$ cat src/verilog/gpio_mux_map.svh
// Constants for the GPIO function mux: offsets, field positions, resets, masks.
// Assumes a single 10 MHz core clock and a plain register port with word indices.
//
// Behaviour
// - Two alternate bits form each pin's code
// - Replicated alternate registers select per-pin functions
// - Management-slave strap takes over pins 22, 23
// - Straps on pins 33-36 latched during reset
// - Strap pins become ordinary pins after reset
// - Any input change sets that pin's flag
// - Interrupt forwarded only for enabled flagged pins
// - Identify reads flags AND enable mask
// - Pins default input; outputs drive output value
// - Input register shows current pin levels
// - Alternate registers ignore software reset
// - Set/clear aliases change only written-one bits
`ifndef GPIO_MUX_MAP_SVH
`define GPIO_MUX_MAP_SVH

// ===========================================================
// Bank size and register port widths.
`define PIN_W 37
`define ADDR_W 4

// ===========================================================
// Register word indices.
`define OFS_OUT 4'h0
`define OFS_OUT_SET 4'h1
`define OFS_OUT_CLR 4'h2
`define OFS_IN 4'h3
`define OFS_OE 4'h4
`define OFS_ALT0 4'h5
`define OFS_ALT1 4'h6
`define OFS_FLAGS 4'h7
`define OFS_MASK 4'h8
`define OFS_IDENT 4'h9
`define OFS_STRAPS 4'ha
`define OFS_CTRL 4'hb

// ===========================================================
// Field positions and reset values.
`define CTRL_SOFT_RST_BIT 0
`define STRAP_LSB 33
`define STRAP_MSB 36
`define MGMT_CLK_PIN 22
`define MGMT_DATA_PIN 23
`define STRAP_MGMT_SLAVE 4'h5
`define RST_VEC 37'h0000000000
`define FUNC3_PRESENT 37'h001edffff0

`endif

$ cat src/verilog/gpio_mux_pkg.sv
// Types shared by the GPIO function mux and its neighbours.
// Assumes the constants header is on the include path.
`include "gpio_mux_map.svh"

package gpio_mux_pkg;

  // ===========================================================
  // One bank-wide vector and a per-pin function code.
  typedef logic [`PIN_W-1:0] pin_vec_t;
  typedef logic [1:0] func_code_t;
  typedef func_code_t [`PIN_W-1:0] func_vec_t;

  // Drive request from one overlaid peripheral group.
  typedef struct packed {
    pin_vec_t dout;
    pin_vec_t oe;
  } pin_drive_t;

endpackage

$ cat src/verilog/gpio_altfunc_mux.sv
// GPIO bank: output/enable registers, per-pin function selection, boot
// straps, management-slave takeover and the input-change interrupt.
// Assumes one 10 MHz clock, pads that resolve drive from pad_oe_out, and
// overlaid peripherals running on the same clock.
//
// Added by the designer: the address map and the plain strobed port.
`timescale 1ns/100ps
`include "gpio_mux_map.svh"

module gpio_altfunc_mux (
  // Clock and reset.
  input wire logic core_clk_in,
  input wire logic reset_n_in,
  // Register port.
  input wire logic [`ADDR_W-1:0] reg_addr_in,
  input wire gpio_mux_pkg::pin_vec_t reg_wdata_in,
  input wire logic reg_wr_in,
  input wire logic reg_rd_in,
  output gpio_mux_pkg::pin_vec_t reg_rdata_out,
  // Pads.
  input wire gpio_mux_pkg::pin_vec_t pad_in,
  output gpio_mux_pkg::pin_vec_t pad_out,
  output gpio_mux_pkg::pin_vec_t pad_oe_out,
  // Overlaid peripheral groups.
  input wire gpio_mux_pkg::pin_drive_t func1_drive_in,
  input wire gpio_mux_pkg::pin_drive_t func2_drive_in,
  input wire gpio_mux_pkg::pin_drive_t func3_drive_in,
  output gpio_mux_pkg::pin_vec_t pin_level_out,
  output gpio_mux_pkg::func_vec_t pin_function_out,
  // Management slave.
  input wire logic mgmt_data_drive_in,
  input wire logic mgmt_data_oe_in,
  output logic slave_mgmt_clock_pin_out,
  output logic slave_mgmt_data_pin_out,
  output logic mgmt_slave_active_out,
  // Straps and interrupt.
  output logic [3:0] boot_config_straps_out,
  output logic pin_change_irq_out
);

  // ===========================================================
  // Declarations.
  logic rst_sync1_reg;
  logic rst_sync2_reg;
  logic rst_n;
  logic soft_rst_reg;
  gpio_mux_pkg::pin_vec_t sync1_reg;
  gpio_mux_pkg::pin_vec_t sync2_reg;
  gpio_mux_pkg::pin_vec_t prev_reg;
  logic primed_reg;
  gpio_mux_pkg::pin_vec_t out_value_reg;
  gpio_mux_pkg::pin_vec_t oe_reg;
  gpio_mux_pkg::pin_vec_t alt0_reg;
  gpio_mux_pkg::pin_vec_t alt1_reg;
  gpio_mux_pkg::pin_vec_t flags_reg;
  gpio_mux_pkg::pin_vec_t mask_reg;
  logic [3:0] strap_reg;
  gpio_mux_pkg::pin_vec_t rdata_reg;
  gpio_mux_pkg::pin_vec_t pad_out_reg;
  gpio_mux_pkg::pin_vec_t pad_oe_reg;
  logic irq_reg;
  gpio_mux_pkg::pin_vec_t pad_out_next;
  gpio_mux_pkg::pin_vec_t pad_oe_next;
  gpio_mux_pkg::pin_vec_t change;
  gpio_mux_pkg::pin_vec_t ident;
  gpio_mux_pkg::func_vec_t codes;
  logic mgmt_active;
  logic wr_out;
  logic wr_set;
  logic wr_clr;
  logic wr_oe;
  logic wr_alt0;
  logic wr_alt1;
  logic wr_flags;
  logic wr_mask;
  logic wr_ctrl;

  // ===========================================================
  // Helpers.

  // Upper bit is the second alternate register, lower bit the first.
  function automatic gpio_mux_pkg::func_code_t func_code(input logic hi, input logic lo,
                                                         input logic has3);
    gpio_mux_pkg::func_code_t c;
    c = {hi, lo};
    // A pin with no third function falls back to plain GPIO on code 3.
    if (c == 2'h3 && !has3) begin
      c = 2'h0;
    end
    return c;
  endfunction

  // True when the bus index names the given word; the strobe is gated at the caller.
  // Both sides are arguments so a continuous assignment re-evaluates on every address change.
  function automatic logic hit(input logic [`ADDR_W-1:0] addr, input logic [`ADDR_W-1:0] ofs);
    return addr == ofs;
  endfunction

  // ===========================================================
  // Reset release.

  // Asynchronous assertion, release through two flops to avoid metastable removal.
  always_ff @(posedge core_clk_in or negedge reset_n_in) begin
    if (!reset_n_in) begin
      rst_sync1_reg <= 1'b0;
      rst_sync2_reg <= 1'b0;
    end else begin
      rst_sync1_reg <= 1'b1;
      rst_sync2_reg <= rst_sync1_reg;
    end
  end

  assign rst_n = rst_sync2_reg;

  // ===========================================================
  // Write decode.
  assign wr_out = reg_wr_in && hit(reg_addr_in, `OFS_OUT);
  assign wr_set = reg_wr_in && hit(reg_addr_in, `OFS_OUT_SET);
  assign wr_clr = reg_wr_in && hit(reg_addr_in, `OFS_OUT_CLR);
  assign wr_oe = reg_wr_in && hit(reg_addr_in, `OFS_OE);
  assign wr_alt0 = reg_wr_in && hit(reg_addr_in, `OFS_ALT0);
  assign wr_alt1 = reg_wr_in && hit(reg_addr_in, `OFS_ALT1);
  assign wr_flags = reg_wr_in && hit(reg_addr_in, `OFS_FLAGS);
  assign wr_mask = reg_wr_in && hit(reg_addr_in, `OFS_MASK);
  assign wr_ctrl = reg_wr_in && hit(reg_addr_in, `OFS_CTRL);

  // Software reset is a one-cycle pulse; it clears the bank but not the mapping.
  always_ff @(posedge core_clk_in or negedge rst_n) begin
    if (!rst_n) begin
      soft_rst_reg <= 1'b0;
    end else begin
      soft_rst_reg <= wr_ctrl && reg_wdata_in[`CTRL_SOFT_RST_BIT];
    end
  end

  // ===========================================================
  // Pad input synchronisers.

  // Plain data flops; the first stage feeds only the second.
  always_ff @(posedge core_clk_in) begin
    sync1_reg <= pad_in;
    sync2_reg <= sync1_reg;
  end

  // ===========================================================
  // Boot straps.

  // Captured on every edge while reset is held, frozen once it is released.
  always_ff @(posedge core_clk_in) begin
    if (!rst_n) begin
      strap_reg <= sync2_reg[`STRAP_MSB:`STRAP_LSB];
    end
  end

  assign mgmt_active = (strap_reg == `STRAP_MGMT_SLAVE);

  // ===========================================================
  // Output value and output enable.

  // Set and clear aliases touch only bits written as one, so threads need no lock.
  always_ff @(posedge core_clk_in or negedge rst_n) begin
    if (!rst_n) begin
      out_value_reg <= `RST_VEC;
    end else if (soft_rst_reg) begin
      out_value_reg <= `RST_VEC;
    end else if (wr_out) begin
      out_value_reg <= reg_wdata_in;
    end else if (wr_set) begin
      out_value_reg <= out_value_reg | reg_wdata_in;
    end else if (wr_clr) begin
      out_value_reg <= out_value_reg & ~reg_wdata_in;
    end
  end

  // Every pin comes up as an input.
  always_ff @(posedge core_clk_in or negedge rst_n) begin
    if (!rst_n) begin
      oe_reg <= `RST_VEC;
    end else if (soft_rst_reg) begin
      oe_reg <= `RST_VEC;
    end else if (wr_oe) begin
      oe_reg <= reg_wdata_in;
    end
  end

  // ===========================================================
  // Function selection.

  // Only the external reset reaches these, so a software reset keeps the mapping.
  always_ff @(posedge core_clk_in or negedge rst_n) begin
    if (!rst_n) begin
      alt0_reg <= `RST_VEC;
      alt1_reg <= `RST_VEC;
    end else begin
      if (wr_alt0) begin
        alt0_reg <= reg_wdata_in;
      end
      if (wr_alt1) begin
        alt1_reg <= reg_wdata_in;
      end
    end
  end

  // Per-pin code and pad drive selection.
  always_comb begin
    pad_out_next = `RST_VEC;
    pad_oe_next = `RST_VEC;
    for (int i = 0; i < `PIN_W; i++) begin
      codes[i] = func_code(alt1_reg[i], alt0_reg[i], 1'(`FUNC3_PRESENT >> i));
      unique case (codes[i])
        2'h0: begin
          pad_out_next[i] = out_value_reg[i];
          pad_oe_next[i] = oe_reg[i];
        end
        2'h1: begin
          pad_out_next[i] = func1_drive_in.dout[i];
          pad_oe_next[i] = func1_drive_in.oe[i];
        end
        2'h2: begin
          pad_out_next[i] = func2_drive_in.dout[i];
          pad_oe_next[i] = func2_drive_in.oe[i];
        end
        2'h3: begin
          pad_out_next[i] = func3_drive_in.dout[i];
          pad_oe_next[i] = func3_drive_in.oe[i];
        end
      endcase
    end
    // The strap overrides the selection: clock is an input, data is bidirectional.
    if (mgmt_active) begin
      pad_out_next[`MGMT_CLK_PIN] = 1'b0;
      pad_oe_next[`MGMT_CLK_PIN] = 1'b0;
      pad_out_next[`MGMT_DATA_PIN] = mgmt_data_drive_in;
      pad_oe_next[`MGMT_DATA_PIN] = mgmt_data_oe_in;
    end
  end

  // Pads are registered; during reset nothing drives so straps read clean.
  always_ff @(posedge core_clk_in or negedge rst_n) begin
    if (!rst_n) begin
      pad_out_reg <= `RST_VEC;
      pad_oe_reg <= `RST_VEC;
    end else begin
      pad_out_reg <= pad_out_next;
      pad_oe_reg <= pad_oe_next;
    end
  end

  // ===========================================================
  // Input change detection.

  // The first cycle after reset only primes the history, so no false flags.
  always_ff @(posedge core_clk_in or negedge rst_n) begin
    if (!rst_n) begin
      prev_reg <= `RST_VEC;
      primed_reg <= 1'b0;
    end else begin
      prev_reg <= sync2_reg;
      primed_reg <= 1'b1;
    end
  end

  assign change = primed_reg ? (sync2_reg ^ prev_reg) : `RST_VEC;

  // Write one to clear; a change in the same cycle wins over the clear.
  always_ff @(posedge core_clk_in or negedge rst_n) begin
    if (!rst_n) begin
      flags_reg <= `RST_VEC;
    end else if (soft_rst_reg) begin
      flags_reg <= change;
    end else begin
      flags_reg <= (flags_reg & ~(wr_flags ? reg_wdata_in : `RST_VEC)) | change;
    end
  end

  // Interrupt enable mask.
  always_ff @(posedge core_clk_in or negedge rst_n) begin
    if (!rst_n) begin
      mask_reg <= `RST_VEC;
    end else if (soft_rst_reg) begin
      mask_reg <= `RST_VEC;
    end else if (wr_mask) begin
      mask_reg <= reg_wdata_in;
    end
  end

  assign ident = flags_reg & mask_reg;

  // Registered request toward the interrupt controller.
  always_ff @(posedge core_clk_in or negedge rst_n) begin
    if (!rst_n) begin
      irq_reg <= 1'b0;
    end else begin
      irq_reg <= |ident;
    end
  end

  // ===========================================================
  // Register reads.

  // Data stands one cycle after the read strobe and reads zero otherwise.
  always_ff @(posedge core_clk_in or negedge rst_n) begin
    if (!rst_n) begin
      rdata_reg <= `RST_VEC;
    end else if (!reg_rd_in) begin
      rdata_reg <= `RST_VEC;
    end else begin
      case (reg_addr_in)
        `OFS_OUT: rdata_reg <= out_value_reg;
        `OFS_IN: rdata_reg <= sync2_reg;
        `OFS_OE: rdata_reg <= oe_reg;
        `OFS_ALT0: rdata_reg <= alt0_reg;
        `OFS_ALT1: rdata_reg <= alt1_reg;
        `OFS_FLAGS: rdata_reg <= flags_reg;
        `OFS_MASK: rdata_reg <= mask_reg;
        `OFS_IDENT: rdata_reg <= ident;
        `OFS_STRAPS: rdata_reg <= {33'h000000000, strap_reg};
        default: rdata_reg <= `RST_VEC;
      endcase
    end
  end

  // ===========================================================
  // Outputs.
  assign reg_rdata_out = rdata_reg;
  assign pad_out = pad_out_reg;
  assign pad_oe_out = pad_oe_reg;
  assign pin_level_out = sync2_reg;
  assign pin_function_out = codes;
  assign slave_mgmt_clock_pin_out = sync2_reg[`MGMT_CLK_PIN];
  assign slave_mgmt_data_pin_out = sync2_reg[`MGMT_DATA_PIN];
  assign mgmt_slave_active_out = mgmt_active;
  assign boot_config_straps_out = strap_reg;
  assign pin_change_irq_out = irq_reg;

endmodule

$ cat config.mk
export PLATFORM = sky130hd
export DESIGN_NAME = gpio_altfunc_mux
export DESIGN_NICKNAME = d
export VERILOG_FILES = /design/src/verilog/gpio_mux_pkg.sv /design/src/verilog/gpio_altfunc_mux.sv
export VERILOG_INCLUDE_DIRS = /design/src /design/src/verilog
export SDC_FILE = /design/constraint.sdc
export NUM_CORES = 1
export LEC_CHECK = 0
export BUFFER_PORTS_ARGS = -buffer_cell sky130_fd_sc_hd__buf_2
export CORE_AREA = 5 5 204 206
export DETAILED_ROUTE_END_ITERATION = 12
export DIE_AREA = 0 0 209 211
export GPL_ROUTABILITY_DRIVEN = 0
export PLACE_DENSITY = 0.83
export SYNTH_ARGS = -nofsm -noshare
export SYNTH_HDL_FRONTEND = slang
export SYNTH_SLANG_ARGS = --single-unit
$ cat constraint.sdc
create_clock -name core_clk_in -period 13.1 [get_ports core_clk_in]
set_clock_uncertainty 0.1 [all_clocks]
set_input_delay 1.965 -clock core_clk_in [delete_from_list [all_inputs] [get_ports core_clk_in]]
set_output_delay 1.965 -clock core_clk_in [all_outputs]
set_load 0.005 [all_outputs]
==> summary.txt <==
Run status
  – Status: complete, no violations

Placement
  – DP Cell Count: ~2600
  – Port Buffers: between 500 and 600
  – Detail Placement HPWL: between 40000 and 50000 µm

Setup path
  – Setup CP Type: in -> reg
  – Max stage delay on crit path: a little over 0.9 ns
  – Crit path max fanout: 20
  – Reg-to-Reg End: pad_oe_out[29]
  – Worst EP arrival: 4.62 ns
  – Critical path, cell by cell: buf_2 > nand2_1 > nor3_4 > buf_4 > a22oi_1 > a41oi_1
  – Critical Path RT: about 13 ns
  – CP endpoint kind: register
  – Register-to-register setup slack: between 10 and 15 ns
  – Reg2reg path depth: 2
  – Crit path max-delay cell type: nor3_4
  – Worst reg2reg startpoint: rst_n
  – CP startpoint kind: input pin

Yosys
  – Post-synth EDFFs: 4
  – Post-Synthesis Cells: ~1600
  – Synth async-reset ratio: 82.8%
  – Simple-gate area share of the yosys netlist: 6.78%
  – Largest cells by area after synthesis: dfrtp_1 48%, dfxtp_1 7.6%, mux4_2 5.3%
  – Synth area leader: dfrtp_1
  – Synth Area in XOR/XNOR: under 10%
  – Synth Warn #: 0
  – Ys flop type: dfrtp_1
  – Yosys reg bits: between 400 and 500
  – Netlist area before placement: 0.0195 mm²
  – Average cell area after synthesis: 12.0 µm²
  – Largest family of logic cells by synthesized area: compound AO/OA/AOI/OAI gates
  – Top-area cell type share of the netlist area: roughly half
  – Post-Synth Adder-Cell Area: under 10%
  – Multiplexer share of the synthesized area: under 10%
  – Unique masters post-synth: 57
  – Seq/Total Area, Yosys: between 50% and 60%
  – Synth Area in Compound Gates: roughly a fifth

Timing
  – Fin Setup TNS: 0 ns
  – Min cycle time layout: approximately 4.2 ns
  – Pins over their slew limit: 0
  – RSZ-0062 raised after global routing: false
  – Final setup vio count: 0
  – Worst-Margin Slew: approximately 1.3 ns
  – Hold WS: 0.224 ns
  – Fin crit share: about a third
  – Fin. Hold Viols: 0
  – Max Clock Freq: 0.235 GHz
  – Worst rel slew slack: 12.5%

Clock tree
  – Inserted Clock Buffers: 46
  – Max Buffers Root-to-Sink: 3
  – H-Tree Depth: 2
  – Clk root buf: clkbuf_16
  – Resized cells post-CTS: 0
  – Cts hold-fix bufs: 0
  – Worst-path clk slew: approximately 0.070 ns
  – CTS tree: yes
  – Clock Latency Late Sink: 0.56 ns
  – Post-CTS Setup Bufs: 0
  – Clock Sinks: between 400 and 500

Routing
  – Pre-Repair DR Iteration Count: 6
  – Routed vias/inst: about 6.2
  – Starting DRC count in detailed routing: between 1000 and 1500
  – DRT antenna net count: 0
  – Final wirelength: 65000 µm
  – Vias: 16400
  – DRC violations left: 0
  – Drt wl/cell: 24.5 µm

Power
  – Maximum VDD drop: 0.138 mV
  – P_leak: 10.8 nW
  – Cell Pwr Density: roughly 160 mW/mm²

Finish
  – Footprint of the multi-input gates: a little under 0.008 mm²
  – Layout Utilization: 60.5%
  – Final #Nets: 2425
  – Fraction of layout cells with a size suffix above 1: approximately 34%
  – Seq. cell area: about 0.011 mm²
  – Final Instance Count excl. Fillers: around 2700
  – # fillers: 3095
  – Area grow syn2layout: 22.2%

GRT
  – M3 GR Usage: around 7.2%
  – Initial antenna violation count: 4
  – GR Util met1: around a third
  – Gr busiest metal: met2
  – Global-route wire length before repair: 98300 µm
  – GR Layer Usage met2: 48.8%
  – All-Layer GR Usage: approximately 28%
  – Vias in the first global route: ~17000
  – GRT overflow: 0
  – Largest net degree at the start of global routing: between 150 and 200

Floorplanning
  – Die H: between 200 and 250 µm
  – Chip width: 209 µm
  – Starting density of the core: between 40 and 50%
  – Cell Rows: 73
  – # IOs: approximately 540
  – Die area: 0.0441 mm²
  – Placeable Area: between 0.03 and 0.04 mm²

Hold path
  – WHS Endpoint: pin_level_out[15]
  – Hold Path Class: reg -> reg
  – Hold Crit Start: sync1_reg[15]
  – WHS Path Cells: 0

Flow run
  – Max Cap Viol: 0
-- power by group --
part,switching [mW],leakage [nW],internal [mW]
sequential,0.216,5.26,1.63
combinational,0.333,4.80,0.364
clock,0.541,0.774,0.801
-- cell type report --
type / instances / share of cell area, %
antenna: 1 / 0.0105
clock buffer: 78 / 6.31
clock inverter: 7 / 0.278
inverter: 31 / 0.487
multi-input combinational: 1004 / 32.2
sequential: 453 / 46.0
tap: 525 / 2.75
timing repair buffer: 555 / 11.9
-- per-layer routing --
metal | wire, µm | up-vias
met1 | 22700 | 8102
met3 | 6360 | 245
met5 | 41 | -
met2 | 32800 | 1133
met4 | 3150 | 6
li1 | - | 6913
-- stage by stage --
step | setup slack (ns) | cell area [µm²] | total power, mW
after floorplan | 1.75 | 19600 | 2.24
after global placement | 8.44 | 22300 | 2.51
after detailed placement | 8.33 | 22300 | 2.55
after CTS | 8.91 | 23900 | 3.90
after global routing | 8.74 | 23900 | 4.05
final | 8.85 | 23900 | 3.88
-- worst max-delay path, delay by kind of cell --
family	cells	cell delay, ns
AO/OA/AOI/OAI	2	0.40
buffers and inverters	2	0.95
AND/OR/NAND/NOR	2	1.28
-- how the worst max path moves through the flow --
stage | startpoint | slack (ns) | to | cells after the start
floorplan | rst_n | 1.75 | alt0_reg[0] | 0
CTS | reg_addr_in[1] | 8.91 | reg_rdata_out[0] | 6
finish | reg_addr_in[1] | 8.85 | reg_rdata_out[0] | 6
global route | reg_addr_in[1] | 8.74 | reg_rdata_out[2] | 6
detailed placement | reg_addr_in[1] | 8.33 | reg_rdata_out[2] | 6
global placement | reg_addr_in[1] | 8.44 | reg_rdata_out[1] | 6
-- cells by family (layout without fill, tap and decap cells) --
| family | Yosys count | count (layout) |
|---|---|---|
| AO/OA/AOI/OAI | 513 | 513 |
| XOR/XNOR | 37 | 37 |
| adder cells (fa/ha/maj) | 28 | 28 |
| multiplexers | 124 | 124 |
| flip-flops | 453 | 453 |
| other | 1 | 3 |
| AND/OR/NAND/NOR | 300 | 300 |
| buffers and inverters | 172 | 671 |
-- layout by cell type (no fill, tap or decap), types with 3 or more instances in the layout --
master | netlist | final
buf_2 | 41 | 535
dfrtp_1 | 375 | 372
nand2_1 | 257 | 257
a21oi_1 | 149 | 149
a22oi_1 | 128 | 128
dfxtp_1 | 74 | 74
mux2_1 | 67 | 67
clkbuf_16 | 0 | 50
mux4_2 | 46 | 46
a32o_1 | 43 | 43
o21ai_1 | 38 | 38
xor2_1 | 37 | 37
a21o_1 | 31 | 31
a32oi_1 | 31 | 31
inv_1 | 29 | 29
o21ai_0 | 28 | 28
ha_1 | 28 | 28
a41oi_2 | 23 | 23
buf_4 | 57 | 19
clkbuf_8 | 0 | 15
clkbuf_1 | 39 | 13
a221oi_1 | 11 | 11
a22o_1 | 10 | 10
mux2_2 | 10 | 10
a31oi_1 | 7 | 7
a41oi_1 | 7 | 7
nor2_1 | 6 | 6
nor3_4 | 3 | 4
edfxtp_1 | 4 | 4
clkinv_2 | 0 | 4
a2bb2oi_1 | 3 | 3
nand4_1 | 3 | 3
-- cell usage after synthesis, drive strengths merged (3+ instances only) --
library cell	count
a2bb2oi	3
mux2	77
a22o	10
nor3	5
xor2	37
nand2	259
or3	3
inv	31
clkbuf	39
buf	102
a22oi	130
nand4	3
mux4	46
a32o	43
a32oi	31
dfrtp	375
dfxtp	74
a31oi	7
a21o	31
ha	28
a21oi	149
edfxtp	4
o21ai	66
a221oi	11
nand3	4
nor2	8
a41oi	30
Note: power is estimated with default switching activity, not from simulation.
